**config.mk**
```make
export PLATFORM = sky130hd
export DESIGN_NAME = bgi_top
export DESIGN_NICKNAME = d
export VERILOG_FILES = /design/src/verilog/bgi_pkg.sv /design/src/verilog/bgi_top.sv
export SDC_FILE = /design/constraint.sdc
export NUM_CORES = 1
export LEC_CHECK = 0
export BUFFER_PORTS_ARGS = -buffer_cell sky130_fd_sc_hd__buf_2
export CAP_MARGIN = 10
export CORE_UTILIZATION = 40
export DETAILED_ROUTE_END_ITERATION = 10
export PLACE_DENSITY = 0.81
export SYNTH_ARGS = -nofsm -noshare
export SYNTH_HDL_FRONTEND = slang
export SYNTH_SLANG_ARGS = --single-unit
```
**constraint.sdc**
```tcl
create_clock -name CLOCK_I -period 1.87 [get_ports CLOCK_I]
set_clock_uncertainty 0.15 [all_clocks]
set_input_delay 0.0935 -clock CLOCK_I [delete_from_list [all_inputs] [get_ports CLOCK_I]]
set_output_delay 0.0935 -clock CLOCK_I [all_outputs]
set_load 0.01 [all_outputs]
```
**src/verilog/bgi_pkg.sv**
```systemverilog
/*
 general interrupt status and mask block: constants, offsets, field layouts.
 assumes a 32-bit AHB-Lite register bus; each register sits in one aligned word.
*/
`default_nettype none
package bgi_pkg;
   // ====================================================================
   // register indices as printed, byte address is four times the index
   localparam logic [7:0] IDX_STATUS_FIRST = 8'hC0;
   localparam logic [7:0] IDX_MASK_FIRST = 8'hC1;
   localparam logic [7:0] IDX_STATUS_SECOND = 8'hC2;
   localparam logic [7:0] IDX_MASK_SECOND = 8'hC3;
   localparam logic [7:0] IDX_IRQ_PENDING = 8'hC4;
   localparam logic [7:0] IDX_IRQ_ENABLE = 8'hC5;
   // ====================================================================
   // field positions
   localparam int POS_CASCADE = 7;
   localparam int POS_CTRL_IRQ = 0;
   localparam int POS_LATE = 2;
   localparam int POS_TIMEOUT = 1;
   // ====================================================================
   // reset values
   localparam logic [7:0] RST_REG8 = 8'h00;
   localparam logic [1:0] RST_EVT = 2'h0;
   localparam logic [31:0] RDATA_ZERO = 32'h0000_0000;
   // ====================================================================
   // AHB-Lite codes
   localparam logic [1:0] HTRANS_NONSEQ = 2'h2;
   localparam logic [1:0] HTRANS_SEQ = 2'h3;
   localparam logic HRESP_OKAY = 1'b0;
   // latched address phase
   typedef struct packed {
      logic valid;
      logic write;
      logic [7:0] index;
   } bgi_aphase_t;
endpackage
`default_nettype wire

```
**src/verilog/bgi_top.sv**
```systemverilog
/*
 general interrupt status/mask registers with second-level cascade, plus a
 sticky event register and interrupt line. assumes event inputs are one-cycle
 pulses from logic on CLOCK_I; sync loss and internal reset are such pulses too.
*/
// Register access over AHB-Lite was decided locally.
// Behaviour
// cascade bit shows any unmasked second-level flag
// bit 0 follows combined controller interrupt
// first mask bit gates controller interrupt
// first mask cleared by reset, sync loss
// late read response sets late flag
// indirect fallback read sets late flag
// bridge access timeout sets timeout flag
// timeout generation follows its configuration enable
// second-level flags clear by writing one
// second-level flags survive sync loss reset
// late enable bit gates, cleared on loss
// timeout enable bit gates timeout flag
// previous-read-late status sets late flag
// reserved bits read zero, fields reset zero
`timescale 1ns/1ps
`default_nettype none
module bgi_top
   import bgi_pkg::*;
(
   input wire logic CLOCK_I,
   input wire logic RSTN_I,
   input wire logic HSEL_I,
   input wire logic [31:0] HADDR_I,
   input wire logic [1:0] HTRANS_I,
   input wire logic HWRITE_I,
   input wire logic [2:0] HSIZE_I,
   input wire logic [31:0] HWDATA_I,
   input wire logic HREADY_I,
   output logic [31:0] HRDATA_O,
   output logic HREADYOUT_O,
   output logic HRESP_O,
   input wire logic CTRL_IRQ_I,
   input wire logic LAST_LATE_I,
   input wire logic BRIDGE_TIMEOUT_I,
   input wire logic TIMEOUT_ENABLE_I,
   input wire logic SYNC_LOSS_I,
   input wire logic INTERNAL_RESET_I,
   output logic IRQ_O
);
   // ====================================================================
   // bus slave
   bgi_aphase_t aphase;
   logic wr_status_second, wr_mask_first, wr_mask_second, wr_pending, wr_enable;
   logic [7:0] wbyte;
   logic late_response_flag, timeout_flag;
   logic combined_controller_irq_enable, late_response_enable, timeout_enable;
   logic second_level_cascade_flag, combined_controller_irq_flag;
   logic [1:0] pending, enable;
   logic late_evt, timeout_evt, mask_clear;
   logic [7:0] status_first, status_second, mask_first, mask_second;
   logic rd_phase, rd_ready, rd_capture;

   always_ff @(posedge CLOCK_I or negedge RSTN_I) begin
      if (!RSTN_I) begin
         aphase <= '0;
      end else if (HREADY_I) begin
         aphase.valid <= HSEL_I && (HTRANS_I == HTRANS_NONSEQ || HTRANS_I == HTRANS_SEQ)
                         && HADDR_I[1:0] == 2'h0 && HADDR_I[31:10] == 22'h00_0000;
         aphase.write <= HWRITE_I;
         aphase.index <= HADDR_I[9:2];
      end
   end

   assign HREADYOUT_O = !rd_capture;
   assign HRESP_O = HRESP_OKAY;
   assign wbyte = HWDATA_I[7:0];
   assign wr_status_second = aphase.valid && aphase.write && aphase.index == IDX_STATUS_SECOND;
   assign wr_mask_first = aphase.valid && aphase.write && aphase.index == IDX_MASK_FIRST;
   assign wr_mask_second = aphase.valid && aphase.write && aphase.index == IDX_MASK_SECOND;
   assign wr_pending = aphase.valid && aphase.write && aphase.index == IDX_IRQ_PENDING;
   assign wr_enable = aphase.valid && aphase.write && aphase.index == IDX_IRQ_ENABLE;

   // ====================================================================
   // event sources
   assign late_evt = LAST_LATE_I;
   assign timeout_evt = BRIDGE_TIMEOUT_I && TIMEOUT_ENABLE_I;
   assign mask_clear = SYNC_LOSS_I || INTERNAL_RESET_I;

   // ====================================================================
   // second-level flags: set wins over clear, sync loss leaves them alone
   always_ff @(posedge CLOCK_I or negedge RSTN_I) begin
      if (!RSTN_I) begin
         late_response_flag <= 1'b0;
         timeout_flag <= 1'b0;
      end else begin
         late_response_flag <= late_evt || (late_response_flag && !(wr_status_second && wbyte[POS_LATE]));
         timeout_flag <= timeout_evt || (timeout_flag && !(wr_status_second && wbyte[POS_TIMEOUT]));
      end
   end

   // ====================================================================
   // mask bits, cleared by internal reset or sync loss
   always_ff @(posedge CLOCK_I or negedge RSTN_I) begin
      if (!RSTN_I) begin
         combined_controller_irq_enable <= 1'b0;
         late_response_enable <= 1'b0;
         timeout_enable <= 1'b0;
      end else if (mask_clear) begin
         combined_controller_irq_enable <= 1'b0;
         late_response_enable <= 1'b0;
         timeout_enable <= 1'b0;
      end else begin
         if (wr_mask_first) begin
            combined_controller_irq_enable <= wbyte[POS_CTRL_IRQ];
         end
         if (wr_mask_second) begin
            late_response_enable <= wbyte[POS_LATE];
            timeout_enable <= wbyte[POS_TIMEOUT];
         end
      end
   end

   assign second_level_cascade_flag = (late_response_flag && late_response_enable)
                                      || (timeout_flag && timeout_enable);
   assign combined_controller_irq_flag = CTRL_IRQ_I;

   // ====================================================================
   // sticky pending: bit 0 gated controller irq, bit 1 cascade
   always_ff @(posedge CLOCK_I or negedge RSTN_I) begin
      if (!RSTN_I) begin
         pending <= RST_EVT;
         enable <= RST_EVT;
      end else begin
         pending[0] <= (combined_controller_irq_flag && combined_controller_irq_enable)
                       || (pending[0] && !(wr_pending && wbyte[0]));
         pending[1] <= second_level_cascade_flag || (pending[1] && !(wr_pending && wbyte[1]));
         if (wr_enable) begin
            enable <= wbyte[1:0];
         end
      end
   end

   always_ff @(posedge CLOCK_I or negedge RSTN_I) begin
      if (!RSTN_I) begin
         IRQ_O <= 1'b0;
      end else begin
         IRQ_O <= |(pending & enable);
      end
   end

   // ====================================================================
   // read wait state: data is captured one cycle into the data phase, so a
   // write whose data phase ends at the read's address edge is already seen
   always_ff @(posedge CLOCK_I or negedge RSTN_I) begin
      if (!RSTN_I) begin
         rd_phase <= 1'b0;
      end else if (HREADY_I) begin
         rd_phase <= HSEL_I && HTRANS_I[1] && !HWRITE_I;
      end
   end

   always_ff @(posedge CLOCK_I or negedge RSTN_I) begin
      if (!RSTN_I) begin
         rd_ready <= 1'b0;
      end else begin
         rd_ready <= rd_phase && !rd_ready;
      end
   end

   assign rd_capture = rd_phase && !rd_ready;

   // ====================================================================
   // read data, reserved bits zero
   always_comb begin
      status_first = RST_REG8;
      status_first[POS_CASCADE] = second_level_cascade_flag;
      status_first[POS_CTRL_IRQ] = combined_controller_irq_flag;
      status_second = RST_REG8;
      status_second[POS_LATE] = late_response_flag;
      status_second[POS_TIMEOUT] = timeout_flag;
      mask_first = RST_REG8;
      mask_first[POS_CTRL_IRQ] = combined_controller_irq_enable;
      mask_second = RST_REG8;
      mask_second[POS_LATE] = late_response_enable;
      mask_second[POS_TIMEOUT] = timeout_enable;
   end

   always_ff @(posedge CLOCK_I or negedge RSTN_I) begin
      if (!RSTN_I) begin
         HRDATA_O <= RDATA_ZERO;
      end else if (rd_capture && !aphase.valid) begin
         HRDATA_O <= RDATA_ZERO;
      end else if (rd_capture) begin
         unique case (aphase.index)
            IDX_STATUS_FIRST: HRDATA_O <= {24'h00_0000, status_first};
            IDX_MASK_FIRST: HRDATA_O <= {24'h00_0000, mask_first};
            IDX_STATUS_SECOND: HRDATA_O <= {24'h00_0000, status_second};
            IDX_MASK_SECOND: HRDATA_O <= {24'h00_0000, mask_second};
            IDX_IRQ_PENDING: HRDATA_O <= {30'h0000_0000, pending};
            IDX_IRQ_ENABLE: HRDATA_O <= {30'h0000_0000, enable};
            default: HRDATA_O <= RDATA_ZERO;
         endcase
      end
   end
endmodule
`default_nettype wire

```
Yosys cells after proc, flatten, opt, wreduce, memory -nomap -nowiden
Index checks and enable logic that the tools add are counted.
- register bits: 54
- input bits: 80
- output and inout bits: 35
- equal/unequal tests: 8
- muxes and demuxes: 9
- bitwise operators: 1
- reductions and logical operators: 46
- operators with widths (kind ; number):
    $mux 32 ; 2
    $eq 8x8->1 const B ; 6
    $pmux 8 s6 ; 1
    $logic_and 1x1->1 ; 25
    $logic_not 22->1 ; 1
    $logic_not 1->1 ; 8
    $logic_or 1x1->1 ; 7
    $mux 1 ; 6
    $reduce_bool 2->1 ; 3
    $eq 2x2->1 const B ; 2
    $and 2x2->2 ; 1
    $logic_not 2->1 ; 1
    $reduce_or 2->1 ; 1

Logic depth before layout (Yosys ltp)
- depth after elaboration: 6
- depth in mapped cells: 5
- depth with buffers taken out: 4

Worst setup path before layout
OpenSTA, ideal clock, no wires.
- kind: flip-flop to flip-flop
- start: register aphase[5] in the netlist's numbering
- end: register enable[0]
- data arrival time: 1.197 ns
- required time: 1.595 ns
- slack: 0.397 ns
- cell stages (with the launch flop): 5
- buffers on the path: 0
- cell sequence: dfrtp_1 -> nor3b_4 -> and2_4 -> nand2_2 -> mux2_4
- longest elaborated chain between the ends: 2
- RTL lines (element ; line ; RTL):
    from (decl) ; bgi_top.sv:49 ; bgi_aphase_t aphase;
    $eq 8x8->1 ; bgi_top.sv:78 ; assign wr_enable = aphase.valid && aphase.write && aphase.index == IDX_IRQ_ENABLE;
    $logic_and 1x1->1 ; bgi_top.sv:78 ;
    to (signal assigned) ; bgi_top.sv:135 ; enable <= wbyte[1:0];
    to (decl) ; bgi_top.sv:55 ; logic [1:0] pending, enable;
Every way passes these cells.
A chain may end at the register's enable or synchronous reset.

Worst setup path in the final report
- start: register aphase[5] in the netlist's numbering
- end: register enable[1]
The elaborated chain is that of the path after synthesis.

==> flow_summary.toml <==
[status]
outcome = "complete, no violations"

[floorplanning]
pin_count = 115
core_um2 = 3442
dieWidth_um = 62.96
initial_core_util_pct = 43.18
die_area_um2 = 3964
die_h_um = 62.96
row_count = 21

[global_route]
grt_pass1_wl_um = 4836
antenna_found_initial = 0
grtUsageTotal_pct = 15.42
grt_pass1_vias = 1105
grt.overflow.total = 0
grt_max_degree = 27

[drt]
wl_per_cell_um = 11.29
remaining_drc_errors = 0
avgViaCountPerCell = 4.571
finalWirelength_um = 2867
first_pass_iters = 4
ant_nets = 0
vias = 1161
drtIter0Drc = 46

[clocking]
cts_sinks = 26
clock_latency_ns = 0.27
numCtsBuffers = 3
cts_tree = "built"
clk_pin_slew_ns = 0.08
cts.path.max_buffers = 2
root_buffer = "clkbuf_8"
cts_resized = 0
htree_levels = 1

[sta]
fin_crit_ns = 1.599
slew_violations = 0
relSlewSlack_pct = 62.67
fin_crit_sh_pct = 85.52
rsz0062_at_grt = "no"
holdWs_ns = 0.06325
hold_viol_final = 0
fmaxAchievable_mhz = 625.3
worstMarginPinSlew_ns = 0.5600
setup_violations = 0
fin_ws_ns = 0.2708
tns_ns = 0

[synth]
synth_edf_count = 0
synth_top_area_cell = "dfrtp_1"
yosys-top-cells-area = "dfrtp_1 44%, buf_4 15%, mux2_2 9.8%"
synth_top_family_by_area = "simple AND/OR/NAND/NOR gates"
synthAdderAreaFrac_pct = 0
synth_compound_area_share_pct = 6.566
post_synth.cell_area_avg_um2 = 10.93
synth_common_cells = "30 x buf_4, 26 x dfrtp_1, 13 x mux2_2"
yosys.cell_count.top_type = "buf_4"
syn-cell-area_um2 = 1486
synth_xor_area_share_pct = 0
synth_seq_area_share_pct = 43.77
yosysWarningCount = 0
ys_types = 33
synth-main-ff-cell = "dfrtp_1"
ys_ff_latch = 26
async_reset_ff_share_pct = 100.0
synth_mux_area_share_pct = 15.24
synth_simple_gate_area_share_pct = 17.42
syn-instance-count = 136
yosys.area.top_type_share_pct = 43.77

[cells_and_area]
antenna-diode-count = 0
fin_util_pct = 55.76
syn2layout_area_growth_pct = 29.12
fin_cells = 254
nFillCells = 342
nets = 290
final_layout_size_suffix_gt1_share_pct = 37.50

[placement]
hpwl_um = 2190
numPortBuffers = 52
gp_congestion = 0.8271
dp_slack_ns = 0.2836
dpl.cell_count = 230

[setup_path]
cp_num_buf_inv = 0
startpoint_type = "flop"
critPathTopFamily = "simple AND/OR/NAND/NOR gates"
required_ns = 1.88
cp_cell_sequence = "nor3b_4, and2_4, nand2_2, mux2_4"
crit_slowest_cell = "dfrtp_1"
r2r-start = "aphase[5]"
ff2ff_setup_slack_ns = 0.27
arrival_ns = 1.61
max_stage_delay_ns = 0.42
reg2reg_depth = 4
critPathKind = "reg2reg"
endpoint_kind = "flop"
crit_fanout = 7
cp.depth = 4
rr_endpoint = "enable[1]"

[power_and_ir_drop]
clkPwrFrac_pct = 27.8
p_sw_share_pct = 24.93
combPwrFrac_pct = 17.3
p_sw_w = 0.0002796
p_leak_nw = 0.9330
p_per_area_nw_per_um2 = 584.3
seqPwrFrac_pct = 54.9
irDropWorstVdd_mv = 0.2720
p_int_w = 0.0008419

[worst_hold_path]
min_to = "rd_phase"
hold_path_class = "in2reg"
hold_depth = 2
worstHoldStart = "HREADY_I"

[flow_run]
drv_cap = 0
state kept, by name, indices dropped and copies added, names as in the netlist:
signal	cells
aphase	10
combined_controller_irq_enable	1
pending	2
HRDATA_O	4
timeout_flag	1
IRQ_O	1
rd_phase	1
timeout_enable	1
late_response_flag	1
rd_ready	1
late_response_enable	1
enable	2
cell type report:
type                            count  area (um^2)  share of cell area, %
Inverter                            2        7.507                 0.3911
Clock buffer                        3        41.29                  2.151
Tap cell                           46        57.56                  2.999
Sequential cell                    26        650.6                  33.90
Timing Repair Buffer               73        470.5                  24.51
Multi-Input combinational cell    104        691.9                  36.05
cell families (layout without fill, tap and decap cells):
| group | after synthesis | after routing |
|---|---|---|
| compound gates | 14 | 14 |
| other cells | 1 | 29 |
| buf+inv | 34 | 78 |
| simple gates | 41 | 41 |
| flops | 26 | 26 |
| mux | 20 | 20 |
through the flow:
step	power, W	area, um^2
after global placement	0.0007828	1668
after global routing	0.001176	1919
final	0.001122	1919
after detailed placement	0.0007887	1668
after CTS	0.001130	1919
after floorplan	0.0007619	1592
cell usage in the layout, fill, tap and decap left out, types with 2 or more instances in the layout:
cell type      instances
nand3_1                7
dfrtp_1               26
o21ai_0                5
dlygate4sd3_1         21
conb_1                29
nor4_1                 6
inv_1                  2
mux2_4                 2
mux2i_1                5
nor3_1                 4
buf_2                 52
nand2_1               10
a22o_1                 3
and4bb_2               2
mux2_2                13
clkbuf_8               3
a22oi_1                2
metal layers:
metal / GRT usage, % / vias up / wire (um)
met5: 0 / - / 0
met4: 7.558 / 0 / 42
met3: 2.737 / 4 / 119
met2: 25.27 / 37 / 1455
met1: 19.38 / 549 / 1249
li1: - / 571 / -
power by group through the flow:
stage,clock network [W],registers (W),logic (W)
global route,0.000342,0.000621,0.000213
finish,0.000312,0.000616,0.000194
floorplan,0,0.000617,0.000145
global placement,0,0.000625,0.000158
CTS,0.000319,0.000616,0.000195
detailed placement,0,0.000627,0.000161
worst max-delay path by stage:
stage                     startpoint        end  slack [ns]
after global routing       aphase[5]  enable[1]        0.19
after CTS                  aphase[5]  enable[0]        0.26
after global placement     aphase[5]  enable[0]        0.31
after detailed placement   aphase[5]  enable[0]        0.28
after floorplan            aphase[5]  enable[0]        0.40
final                      aphase[5]  enable[1]        0.27
repair_timing:
item / 4_1_cts / 5_1_grt
hold buffers: 21 / 0
setup buffers: 0 / 0
endpoints found under the hold margin: 44 / 0
Note: power is estimated with default switching activity, not from simulation.
